File: src/hw/adss_defs.svh
// offsets, field positions and reset values of the system settings bank
`ifndef ADSS_DEFS_SVH
`define ADSS_DEFS_SVH
`define ADSS_ADDR_W          7
`define ADSS_DATA_W          16
`define ADSS_OFF_CLOCK       7'h00
`define ADSS_OFF_SER_OUT     7'h01
`define ADSS_OFF_SER_IN      7'h02
`define ADSS_XDIV_HI         9
`define ADSS_XDIV_LO         8
`define ADSS_PRESC_HI        3
`define ADSS_PRESC_LO        2
`define ADSS_CLKSRC_BIT      1
`define ADSS_SYNTH_BIT       0
`define ADSS_MUTEBYP_BIT     8
`define ADSS_FMT_HI          2
`define ADSS_FMT_LO          0
`define ADSS_XDIV_RST        2'h0
`define ADSS_PRESC_RST       2'h0
`define ADSS_FMT_RST         3'h0
`define ADSS_READ_ZERO       16'h0000
`define ADSS_PRESC_36        11'h024
`define ADSS_PRESC_625       11'h271
`define ADSS_PRESC_640       11'h280
`define ADSS_PRESC_1125      11'h465
`endif

File: src/hw/adss_pkg.sv
// types of the system settings bank
package adss_pkg;
  typedef enum logic [1:0] {
    ADSS_XDIV_128FS = 2'b00,
    ADSS_XDIV_256FS = 2'b01,
    ADSS_XDIV_384FS = 2'b10,
    ADSS_XDIV_512FS = 2'b11
  } adss_xdiv_t;

  typedef enum logic [1:0] {
    ADSS_PRESC_R36   = 2'b00,
    ADSS_PRESC_R625  = 2'b01,
    ADSS_PRESC_R640  = 2'b10,
    ADSS_PRESC_R1125 = 2'b11
  } adss_presc_t;

  typedef enum logic [2:0] {
    ADSS_FMT_I2S     = 3'b000,
    ADSS_FMT_LSB16   = 3'b001,
    ADSS_FMT_LSB18   = 3'b010,
    ADSS_FMT_LSB20   = 3'b011,
    ADSS_FMT_LSB24   = 3'b100,
    ADSS_FMT_MSB     = 3'b101,
    ADSS_FMT_RSVD6   = 3'b110,
    ADSS_FMT_RSVD7   = 3'b111
  } adss_fmt_t;

  typedef struct packed {
    logic [3:0]  xtal_half_ratio;
    logic [10:0] prescaler_ratio;
    logic        synth_mode_en;
    logic        clock_source_select;
    logic        clock_output_en;
  } adss_clk_cfg_t;

  typedef struct packed {
    adss_fmt_t   fmt;
    logic [4:0]  word_bits;
    logic        lsb_justified;
    logic        msb_justified;
    logic        reserved_code;
  } adss_fmt_cfg_t;
endpackage : adss_pkg

File: src/hw/adss_regs.sv
// system settings register bank: clock, serial output and serial input setup
//
// Behaviour
// crystal divider bits 9..8 set oscillator to sample-rate ratio, DAC at 64fs.
// divider codes 00..11 give 128/256/384/512 fs, ratios 1:2/1:4/1:6/1:8.
// crystal divider field is write-only; reads return zero.
// prescaler bits 3..2 set prescaler ratio, effective only in synthesizer mode.
// prescaler codes give 1:36, 1:625, 1:640, 1:1125.
// clock source bit 1 high selects crystal and drives clock output pin.
// bit 0 enables frequency synthesizer mode, reset value zero.
// mute bypass bit 8 high keeps output unmuted; low mutes on lock loss.
// output format bits 2..0 of register 1 select serial output format.
// output codes: I2S, LSB 16/18/20/24, MSB, two reserved.
// input format bits 2..0 of register 2 select serial input format.
// input codes decode like output codes.
// all defined fields reset to zero.
// software writes zero to reserved bits and avoids reserved format codes.
// fields are flip-flops loaded on a write; reserved bit writes ignored.
`timescale 1ns/100ps
`default_nettype none
`include "adss_defs.svh"
module adss_regs (
  input  wire logic                       clk_i,
  input  wire logic                       rst_n_i,
  input  wire logic [`ADSS_ADDR_W-1:0]    addr_i,
  input  wire logic [`ADSS_DATA_W-1:0]    wdata_i,
  input  wire logic                       wr_i,
  input  wire logic                       rd_i,
  output logic      [`ADSS_DATA_W-1:0]    rdata_o,
  input  wire logic                       lock_lost_i,
  input  wire logic                       non_pcm_i,
  output logic                            out_mute_o,
  output logic                            mute_bypass_o,
  output adss_pkg::adss_xdiv_t            crystal_divider_sel_o,
  output adss_pkg::adss_presc_t           prescaler_ratio_sel_o,
  output adss_pkg::adss_clk_cfg_t         clk_cfg_o,
  output adss_pkg::adss_fmt_cfg_t         out_fmt_o,
  output adss_pkg::adss_fmt_cfg_t         in_fmt_o
);
  ////////////////////////////////////////////////////////////////////////////
  // state
  logic [1:0] xdiv_q;
  logic [1:0] presc_q;
  logic       clksrc_q;
  logic       synth_q;
  logic       mutebyp_q;
  logic [2:0] ofmt_q;
  logic [2:0] ifmt_q;
  logic       lock_s1_q;
  logic       lock_s2_q;
  logic       lock_s3_q;
  logic       lock_q;
  logic       npcm_s1_q;
  logic       npcm_s2_q;
  logic       npcm_s3_q;
  logic       npcm_q;

  function automatic logic hit(input logic [`ADSS_ADDR_W-1:0] a,
                               input logic [`ADSS_ADDR_W-1:0] off);
    hit = (a == off);
  endfunction : hit

  ////////////////////////////////////////////////////////////////////////////
  // register writes
  always_ff @(posedge clk_i or negedge rst_n_i)
  begin
    if (!rst_n_i)
    begin
      xdiv_q   <= `ADSS_XDIV_RST;
      presc_q  <= `ADSS_PRESC_RST;
      clksrc_q <= 1'b0;
      synth_q  <= 1'b0;
    end
    else if (wr_i && hit(addr_i, `ADSS_OFF_CLOCK))
    begin
      xdiv_q   <= wdata_i[`ADSS_XDIV_HI:`ADSS_XDIV_LO];
      presc_q  <= wdata_i[`ADSS_PRESC_HI:`ADSS_PRESC_LO];
      clksrc_q <= wdata_i[`ADSS_CLKSRC_BIT];
      synth_q  <= wdata_i[`ADSS_SYNTH_BIT];
    end
  end

  always_ff @(posedge clk_i or negedge rst_n_i)
  begin
    if (!rst_n_i)
    begin
      mutebyp_q <= 1'b0;
      ofmt_q    <= `ADSS_FMT_RST;
    end
    else if (wr_i && hit(addr_i, `ADSS_OFF_SER_OUT))
    begin
      mutebyp_q <= wdata_i[`ADSS_MUTEBYP_BIT];
      ofmt_q    <= wdata_i[`ADSS_FMT_HI:`ADSS_FMT_LO];
    end
  end

  always_ff @(posedge clk_i or negedge rst_n_i)
  begin
    if (!rst_n_i)
      ifmt_q <= `ADSS_FMT_RST;
    else if (wr_i && hit(addr_i, `ADSS_OFF_SER_IN))
      ifmt_q <= wdata_i[`ADSS_FMT_HI:`ADSS_FMT_LO];
  end

  ////////////////////////////////////////////////////////////////////////////
  // reads: all registers write-only, data is zero
  always_ff @(posedge clk_i or negedge rst_n_i)
  begin
    if (!rst_n_i)
      rdata_o <= `ADSS_READ_ZERO;
    else if (rd_i)
      rdata_o <= `ADSS_READ_ZERO;
    else
      rdata_o <= `ADSS_READ_ZERO;
  end

  ////////////////////////////////////////////////////////////////////////////
  // lock and non-pcm pin synchronisers
  always_ff @(posedge clk_i or negedge rst_n_i)
  begin
    if (!rst_n_i)
    begin
      lock_s1_q <= 1'b0;
      lock_s2_q <= 1'b0;
      lock_s3_q <= 1'b0;
      lock_q    <= 1'b0;
      npcm_s1_q <= 1'b0;
      npcm_s2_q <= 1'b0;
      npcm_s3_q <= 1'b0;
      npcm_q    <= 1'b0;
    end
    else
    begin
      lock_s1_q <= lock_lost_i;
      lock_s2_q <= lock_s1_q;
      lock_s3_q <= lock_s2_q;
      if (lock_s2_q == lock_s3_q)
        lock_q <= lock_s3_q;
      npcm_s1_q <= non_pcm_i;
      npcm_s2_q <= npcm_s1_q;
      npcm_s3_q <= npcm_s2_q;
      if (npcm_s2_q == npcm_s3_q)
        npcm_q <= npcm_s3_q;
    end
  end

  // mute applies on lock loss unless bypassed
  always_ff @(posedge clk_i or negedge rst_n_i)
  begin
    if (!rst_n_i)
      out_mute_o <= 1'b0;
    else
      out_mute_o <= !mutebyp_q && lock_q;
  end

  ////////////////////////////////////////////////////////////////////////////
  // clock configuration outputs
  always_comb
  begin
    clk_cfg_o                 = '0;
    clk_cfg_o.xtal_half_ratio = {2'b00, xdiv_q} + 4'h1;
    case (presc_q)
      2'b00: clk_cfg_o.prescaler_ratio = `ADSS_PRESC_36;
      2'b01: clk_cfg_o.prescaler_ratio = `ADSS_PRESC_625;
      2'b10: clk_cfg_o.prescaler_ratio = `ADSS_PRESC_640;
      default: clk_cfg_o.prescaler_ratio = `ADSS_PRESC_1125;
    endcase
    if (!synth_q)
      clk_cfg_o.prescaler_ratio = 11'h000;
    clk_cfg_o.synth_mode_en       = synth_q;
    clk_cfg_o.clock_source_select = clksrc_q;
    clk_cfg_o.clock_output_en     = clksrc_q;
  end

  assign crystal_divider_sel_o = adss_pkg::adss_xdiv_t'(xdiv_q);
  assign prescaler_ratio_sel_o = adss_pkg::adss_presc_t'(presc_q);
  assign mute_bypass_o         = mutebyp_q;

  ////////////////////////////////////////////////////////////////////////////
  // format decoders
  adss_fmt_decode u_out_fmt (
    .code_i (ofmt_q),
    .cfg_o  (out_fmt_o)
  );

  adss_fmt_decode u_in_fmt (
    .code_i (ifmt_q),
    .cfg_o  (in_fmt_o)
  );
endmodule : adss_regs
`default_nettype wire

File: src/hw/adss_fmt_decode.sv
// serial audio format code decoder
`timescale 1ns/100ps
`default_nettype none
`include "adss_defs.svh"
module adss_fmt_decode (
  input  wire logic [2:0]            code_i,
  output adss_pkg::adss_fmt_cfg_t    cfg_o
);
  always_comb
  begin
    cfg_o               = '0;
    cfg_o.fmt           = adss_pkg::adss_fmt_t'(code_i);
    case (code_i)
      3'h0: cfg_o.word_bits = 5'h00;
      3'h1: cfg_o.word_bits = 5'h10;
      3'h2: cfg_o.word_bits = 5'h12;
      3'h3: cfg_o.word_bits = 5'h14;
      3'h4: cfg_o.word_bits = 5'h18;
      default: cfg_o.word_bits = 5'h00;
    endcase
    cfg_o.lsb_justified = (code_i >= 3'h1) && (code_i <= 3'h4);
    cfg_o.msb_justified = (code_i == 3'h5);
    cfg_o.reserved_code = (code_i[2:1] == 2'b11);
  end
endmodule : adss_fmt_decode
`default_nettype wire

File: config.mk
export PLATFORM = sky130hd
export DESIGN_NAME = adss_regs
export DESIGN_NICKNAME = d
export VERILOG_FILES = /design/src/hw/adss_pkg.sv /design/src/hw/adss_regs.sv /design/src/hw/adss_fmt_decode.sv
export VERILOG_INCLUDE_DIRS = /design/src /design/src/hw
export SDC_FILE = /design/constraint.sdc
export NUM_CORES = 1
export LEC_CHECK = 0
export ABC_AREA = 1
export CAP_MARGIN = 40
export CORE_MARGIN = 1
export CORE_UTILIZATION = 62
export CTS_CLUSTER_SIZE = 24
export DETAILED_ROUTE_END_ITERATION = 8
export DONT_BUFFER_PORTS = 1
export PLACE_DENSITY = 0.89
export REMOVE_ABC_BUFFERS = 1
export SYNTH_ARGS = -nofsm -noshare
export SYNTH_HDL_FRONTEND = slang
export SYNTH_SLANG_ARGS = --single-unit
export TNS_END_PERCENT = 100
File: constraint.sdc
create_clock -name clk_i -period 1.3 [get_ports clk_i]
set_input_delay 0.26 -clock clk_i [delete_from_list [all_inputs] [get_ports clk_i]]
set_output_delay 0.26 -clock clk_i [all_outputs]
set_load 0.1 [all_outputs]
==> metrics.md, run 1 <==
| Metric | Value |
|---|---|
| Outcome | did not finish |
| Fail Step | detailed placement |
| Error | [ERROR DPL-0038] Utilization greater than 100%, impossible to legalize |
| Rows | 15 |
| Post-Syn Area | approximately 1200 um^2 |
| Placer congestion estimate | between 0.7 and 0.8 |
| Area leader, netlist | dfrtp_1 |
| Yosys Warn Count | 0 |
| Top-count cell post-synth | nand2_1 |
| Synth Area in Simple Gates | 30.0% |
| I/O Pins | between 90 and 100 |
| Share of the synthesized area in the top cell type | a little under two fifths |
| Register area share after synthesis | between 30% and 40% |
| Adder-cell share of the synthesized area | roughly 6.9% |
| Die Ht | 46.5 um |
| Compound-cell area share of the yosys netlist | 0.408% |
| Top area cells in the synthesized netlist | dfrtp_1 (37%), buf_4 (16%), nand2_1 (12%), inv_1 (7.3%), ha_1 (6.1%) |
| Die W | between 40 and 50 um |
| Cell variety after synth | 20 |
| Post-synthesis xor/xnor area fraction | between 1 and 1.5% |
| Initial core utilization | about 70% |
| Cells after Synth | roughly 160 |
| Fraction of registers with async set/reset | between 90% and 100% |
| Largest family of logic cells by synthesized area | simple AND/OR/NAND/NOR gates |
| Post-synth EDFFs | 0 |
| IO buf count | 0 |
| Post-synthesis mux area share | 0% |
| Mean Syn Cell Area | about 7.9 um^2 |
| Ys flop type | dfrtp_1 |
| Commonest cells in the netlist | nand2_1 (39), buf_4 (26), inv_1 (24) |
| Register bit total from synthesis | 18 |
-- stage by stage --
step / std cells / cell area [um^2] / setup TNS, ps / hold WS (ps)
after floorplan: 151 / 1110 / -36170 / -35.6
after global placement: 221 / 1880 / -131 / -35.2
-- kinds of logic after synthesis --
group,after synthesis
AO/OA/AOI/OAI,1
XOR/XNOR,2
adder cells (fa/ha/maj),7
buffers and inverters,52
AND/OR/NAND/NOR,75
flip-flops,18
other,1
==> run 2: changes to the inputs <==
- CORE_AREA: unset -> 2 2 63 65
- CORE_MARGIN: 1 -> unset
- CORE_UTILIZATION: 62 -> unset
- CTS_CLUSTER_SIZE: 24 -> unset
- DIE_AREA: unset -> 0 0 65 67
- PLACE_DENSITY: 0.89 -> unset
- PLACE_DENSITY_LB_ADDON: unset -> 0.15
==> run 2 against run 1 <==
Synthesized area unchanged. The flow now finishes, with violations (setup timing). Synthesized cell count unchanged.
==> metrics.md, run 2 <==
| Metric | Value |
|---|---|
| Area Overhead vs Synth | 107% |
| Fraction of registers with async set/reset | 100% (unchanged) |
| Max_cap viols | 0 |
| Most frequent cells in the layout | nand2_1 (30), buf_12 (26), conb_1 (22) |
| Worst setup endpoint | out_fmt_o[7] |
| # placed instances | approximately 250 |
| Total gr overflow | 0 |
| Crit path launch type | register |
| Top-count cell post-synth | nand2_1 |
| Crit-path slowest cell | dfrtp_1 |
| Hold_sp | lock_lost_i |
| Area of the multi-input gates | about 840 um^2 |
| Area leader, netlist | dfrtp_1 |
| Clk_skew | around 0.23 ps |
| Post-Syn Area | 1230 um^2 (unchanged) |
| Mean Syn Cell Area | 7.87 um^2 (unchanged) |
| Finished Layout Cells | 269 |
| DP Area | just under 2000 um^2 |
| Reg area | around 460 um^2 |
| Cell area after layout | between 2000 and 3000 um^2 |
| Tot GR Track Use | roughly 15% |
| Commonest cells in the netlist | nand2_1 (39), buf_4 (26), inv_1 (24) |
| Max-slew headroom | 45.6% |
| Reg-to-reg startpoint | prescaler_ratio_sel_o[0] |
| Post-DR wirelength/cell | roughly 13 um |
| Detailed placer's ending HPWL | 2310 um |
| FF-to-FF path depth | 6 |
| Register area share after synthesis | 36.7% (unchanged) |
| Crit path from | ofmt_q[0] |
| Nets@finish | around 260 |
| Die area | roughly 4400 um^2 |
| Cells after Synth | 156 (unchanged) |
| Largest fanout on the critical path | 4 |
| Clk Latency, worst-skew pair | about 240 ps |
| Hold crit path type | in -> reg |
| Die Ht | 67 um (+44%) |
| Failing checks | setup timing |
| Fin crit share | 125% |
| Vias | about 1100 |
| WS Path Type | reg -> out |
| Antenna violations before repair | 0 |
| Ys flop type | dfrtp_1 |
| Worst reg-to-reg setup slack | ~220 ps |
| Die W | 65 um (+40%) |
| H-tree levels | 1 |
| Max clock buf depth | 2 |
| Vias per cell | 4.26 |
| IO buf count | 0 (unchanged) |
| Fmax | slightly above 600 MHz |
| Share of the synthesized area in the top cell type | 36.7% (unchanged) |
| Element type at the critical path end | output pin |
| Final setup fails | 27 |
| Share of layout cells above drive strength 1 | between 50 and 60% |
| Yosys Warn Count | 0 (unchanged) |
| Antenna Nets Post-Route | 0 |
| Core Footprint | about 3600 um^2 |
| Fin worst setup slack | -321 ps |
| Total iterations of the first detailed-routing run | 4 |
| Leak pwr | between 1 and 1.5 nW |
| Final-report hold violation count | 0 |
| Power Dens Cells | about 1100 nW/um^2 |
| Setup TNS | -4970 ps |
| Post-synth EDFFs | 0 (unchanged) |
| Worst path cell trace | nor2_1 > buf_4 > xor2_4 > buf_12 |
| Top area cells in the synthesized netlist | dfrtp_1 (37%), buf_4 (16%), nand2_1 (12%), inv_1 (7.3%), ha_1 (6.1%) |
| Initial DRC count | 22 |
| Worst path max stage delay | 420 ps |
| Worst EP required | between 1000 and 1500 ps |
| Rows | 22 (+7) |
| Register bit total from synthesis | 18 (unchanged) |
| Max Slew Vio Count | 0 |
| Worst slew pin tran | between 800 and 900 ps |
| Maximum number of pins on one net before global-route repair | 19 |
| Most common cell after layout, fill and taps aside | nand2_1 |
| First-pass GRT wire length | around 5000 um |
| Unrepaired setup endpoints after global routing | yes |
| Min Tclk post-route | about 1600 ps |
| Number of inserted diodes | 0 |
| Outcome | complete, but fails checks |
| Clk root buf | clkbuf_8 |
| Reg2Reg Capture Point | prescaler_ratio_sel_o[0] |
| Routed wire length | roughly 3500 um |
| Regs by FF count | ifmt_q x3, ofmt_q x3 |
| Layout fillers | roughly 250 |
| Placer congestion estimate | 0.710 (-11%) |
| Initial core utilization | 34.0% (-35 points) |
| CTS tree | done |
| VDD IR-drop max | between 0.0008 and 0.0009 V |
| Number of buffers created by CTS | 3 |
| Crit path DAT | between 1000 and 1500 ps |
| Worst-path clk slew | 70 ps |
| Number of global-route vias before repair | ~1100 |
| I/O Pins | 91 (unchanged) |
| Post-route DRC | 0 |
| # clock sinks | 18 |
| WHS | between 30 and 40 ps |
| Cell variety after synth | 20 (unchanged) |
[run 2: cell counts after synthesis]
Identical to the previous run, type by type.
[run 2: logic make-up (layout without fill, tap and decap cells)]
kind of cell | after synthesis | count (layout) | synth area share, %
adder cells (fa/ha/maj) | 7 | 7 | 6.93
other | 1 | 22 | 0.306
XOR/XNOR | 2 | 2 | 1.43
AO/OA/AOI/OAI | 1 | 1 | 0.407
flip-flops | 18 | 18 | 36.7
buffers and inverters | 52 | 96 | 24.3
AND/OR/NAND/NOR | 75 | 75 | 30.0
[run 2: worst max-delay path: cells and delay by family, from the launching register on]
kind | cells | cell delay [ps]
buffers and inverters | 2 | 380
DFF | 1 | 420
xor gates and xnor gates | 1 | 170
and+or+nand+nor | 1 | 130
[run 2: worst min-delay path by stage]
stage,end,cells after the start
after floorplan,clksrc_q,0
after global placement,out_mute_o,0
after detailed placement,out_mute_o,0
after CTS,lock_s1_q,0
after global routing,lock_s1_q,0
final,lock_s1_q,0
[run 2: where the power goes]
group	switching (mW)	total, mW	internal (mW)
Clock	0.182	0.399	0.217
Combinational	1.31	1.85	0.543
Sequential	0.0589	0.665	0.606
Total	1.55	2.91	1.37
[run 2: final cells by class]
cell class	count	share of cell area (%)
clock buffers	4	1.77
inverters	26	4.93
multi-input cells	107	33.1
flip-flops and latches	18	18.0
well taps	48	2.36
repair buffers	66	39.9
[run 2: what timing repair did]
action	CTS	global route
endpoints found under the hold margin	18	0
gates cloned	0	0
pin swaps	14	10
setup buffers	8	12
hold buffers	1	0
gates resized for setup	75	31
setup endpoints to repair	30	37
[run 2: metrics by stage]
stage | utilization, % | total power [mW] | setup slack [ps]
after CTS | 63.7 | 2.75 | -253
after global routing | 70.4 | 3.01 | -381
after global placement | 53.4 | 2.17 | -29.1
after detailed placement | 53.4 | 2.19 | -58.6
final | 70.4 | 2.91 | -321
after floorplan | - | 1.76 | -2230
[run 2: routing by layer]
layer | vias to the layer above | GRT usage, % | wire length [um]
li1 | 550 | - | -
met1 | 533 | 16.8 | 1220
met2 | 59 | 30.0 | 1980
met3 | 4 | 4.22 | 300
met4 | 0 | 2.39 | 27
met5 | - | 0 | 0
Power figures use the tool's default switching activity.
==> run 3: changes to the inputs <==
--- a/config.mk
+++ b/config.mk
@@ -8,9 +8,9 @@
 export LEC_CHECK = 0
 export ABC_AREA = 1
+export BUFFER_PORTS_ARGS = -buffer_cell sky130_fd_sc_hd__buf_2
 export CAP_MARGIN = 40
 export CORE_AREA = 2 2 63 65
 export DETAILED_ROUTE_END_ITERATION = 8
 export DIE_AREA = 0 0 65 67
-export DONT_BUFFER_PORTS = 1
 export PLACE_DENSITY_LB_ADDON = 0.15
 export REMOVE_ABC_BUFFERS = 1
==> constraint.sdc (replaced) <==
create_clock -name clk_i -period 1.3 [get_ports clk_i]
set_input_delay 0.065 -clock clk_i [delete_from_list [all_inputs] [get_ports clk_i]]
set_output_delay 0.065 -clock clk_i [all_outputs]
set_load 0.1 [all_outputs]
==> run 3 against run 2 <==
The run still ends with setup timing left. Sequential power grew 2%. Utilization down 9.0 points. Clock power up 13%. Fmax increased by 16%. Cell count up 0.37%. Sequential share of layout area rose by 2.7 points. Critical endpoint is now clk_cfg_o[12]. Highest routed layer unchanged.
==> metrics.md, run 3 (synthesized netlist as in run 2, its figures left out) <==
| Metric | Value |
|---|---|
| Number of inserted diodes | 0 (unchanged) |
| Total Power | 2.75 mW (-5.8%) |
| Fmax | 718 MHz (+16%) |
| Share of layout cells above drive strength 1 | 57.2% (-0.71 points) |
| Die Ht | 67 um (unchanged) |
| Rows | 22 (unchanged) |
| Area Overhead vs Synth | 80.6% |
| Maximum number of pins on one net before global-route repair | 19 (unchanged) |
| Antenna violations before repair | 0 (unchanged) |
| FF-to-FF path depth | 4 (-2) |
| Initial core utilization | 34.0% (unchanged) |
| Reg area | 459 um^2 (+0.55%) |
| Max_cap viols | 0 (unchanged) |
| Number of buffers created by CTS | 3 (unchanged) |
| Reg-to-reg startpoint | prescaler_ratio_sel_o[1] |
| Total gr overflow | 0 (unchanged) |
| Unrepaired setup endpoints after global routing | yes |
| IO buf count | 56 (+56) |
| Crit path launch type | register |
| Failing checks | setup timing |
| Worst path cell trace | inv_4 > ha_4 > nand2_2 > inv_2 > buf_12 |
| Antenna Nets Post-Route | 0 (unchanged) |
| Outcome | complete, but fails checks |
| Reg2Reg Capture Point | prescaler_ratio_sel_o[1] |
| Number of global-route vias before repair | 993 (-11%) |
| Max clock buf depth | 2 (unchanged) |
| Clk Latency, worst-skew pair | 250 ps (about the same) |
| Min Tclk post-route | 1390 ps (-228 ps) |
| Placer congestion estimate | 0.696 (-2.0%) |
| WS Path Type | reg -> out |
| Total iterations of the first detailed-routing run | 4 (unchanged) |
| Element type at the critical path end | output pin |
| Crit-path slowest cell | dfrtp_2 |
| Cell area after layout | 2220 um^2 (-13%) |
| WHS | 42.2 ps (+3.84 ps) |
| Worst EP required | 1240 ps (+200 ps) |
| # placed instances | 258 (+4.9%) |
| Vias per cell | 4.07 (-4.4%) |
| Core Footprint | 3610 um^2 (unchanged) |
| Hold crit path type | in -> reg |
| Post-route DRC | 0 (unchanged) |
| Clk root buf | clkbuf_8 |
| Most frequent cells in the layout | nand2_1 (33), buf_2 (27), buf_12 (25) |
| Die W | 65 um (unchanged) |
| Final setup fails | 12 (-56%) |
| Most common cell after layout, fill and taps aside | nand2_1 |
| Initial DRC count | 11 (-50%) |
| Setup TNS | -522 ps (+4450 ps) |
| Worst slack at placement | 112 ps (+171 ps) |
| Worst path max stage delay | 430 ps (about the same) |
| Routed wire length | 2870 um (-19%) |
| Util after Layout | 61.5% (-9.0 points) |
| Hold path depth | 3 (+3) |
| First-pass GRT wire length | 4350 um (-15%) |
| Tot GR Track Use | 13.0% (-2.5 points) |
| Fin crit share | 107% (-18 points) |
| Detailed placer's ending HPWL | 2130 um (-7.8%) |
| Worst-path clk slew | 60 ps (about the same) |
| CTS tree | done |
| Nets@finish | 258 (+0.39%) |
| Fin worst setup slack | -93.1 ps (+228 ps) |
| Vias | 1100 (-4.0%) |
| Max Slew Vio Count | 0 (unchanged) |
| Worst reg-to-reg setup slack | 380 ps (+160 ps) |
| Post-DR wirelength/cell | 10.6 um (-19%) |
| # clock sinks | 18 (unchanged) |
| DP Area | 1850 um^2 (-4.0%) |
| Finished Layout Cells | 270 (+0.37%) |
| Regs by FF count | ifmt_q x3, ofmt_q x3 |
| H-tree levels | 1 (unchanged) |
| Largest fanout on the critical path | 3 (-1) |
| Leak pwr | 1.14 nW (-7.6%) |
| Hold_sp | wdata_i[3] |
| Clk_skew | 0.645 ps (+0.415 ps) |
| Die area | 4360 um^2 (unchanged) |
| Layout fillers | 317 (+28%) |
| VDD IR-drop max | 0.000820 V (-2.9%) |
| Crit path DAT | 1330 ps (-30 ps) |
| WHS Endpoint | prescaler_ratio_sel_o[1] |
| Power Dens Cells | 1240 nW/um^2 (+8.0%) |
| Final-report hold violation count | 0 (unchanged) |
| Area of the multi-input gates | 763 um^2 (-9.1%) |
| I/O Pins | 91 (unchanged) |
[run 3: worst max path at each step]
stage | to | cells past startpoint | start
final | clk_cfg_o[12] | 5 | prescaler_ratio_sel_o[1]
after global placement | clk_cfg_o[5] | 4 | prescaler_ratio_sel_o[0]
after floorplan | out_fmt_o[1] | 2 | ofmt_q[2]
after detailed placement | out_fmt_o[2] | 3 | ofmt_q[0]
after global routing | clk_cfg_o[12] | 5 | prescaler_ratio_sel_o[1]
after CTS | clk_cfg_o[12] | 5 | prescaler_ratio_sel_o[1]
[run 3: final cells by class]
type,instances,area share [%]
multi-input combinational,107,34.4
timing repair buffer,67,34.5
inverter,26,5.19
clock buffer,4,2.48
tap,48,2.71
sequential,18,20.7
[run 3: metal layers]
metal / vias up / GRT usage [%] / part of all wire, % / wire (um)
li1: 553 / - / - / -
met1: 488 / 14.7 / 39 / 1110
met2: 55 / 22.7 / 51 / 1460
met3: 4 / 5.24 / 10 / 288
met4: 0 / 3.19 / 0.59 / 17
met5: - / 0 / 0 / 0
[run 3: critical path, delay by kind of cell, from the launching register on]
kind | cells | cell delay (ps)
simple gates | 1 | 60
buf+inv | 3 | 310
fa+ha+maj | 1 | 290
flops | 1 | 430
[run 3: repair_timing]
action | 4_1_cts | 5_1_grt
hold buffers | 2 | 0
hold endpoints to repair | 19 | 0
endpoints found under the setup margin | 20 | 21
gates resized for setup | 48 | 28
buffers inserted | 5 | 1
pin swaps | 10 | 7
[run 3: report_power, final]
part	total (mW)	leakage [nW]	switching [mW]	internal, mW
combinational	1.62	0.891	1.23	0.384
sequential	0.677	0.225	0.0694	0.607
clock	0.452	0.0288	0.183	0.269
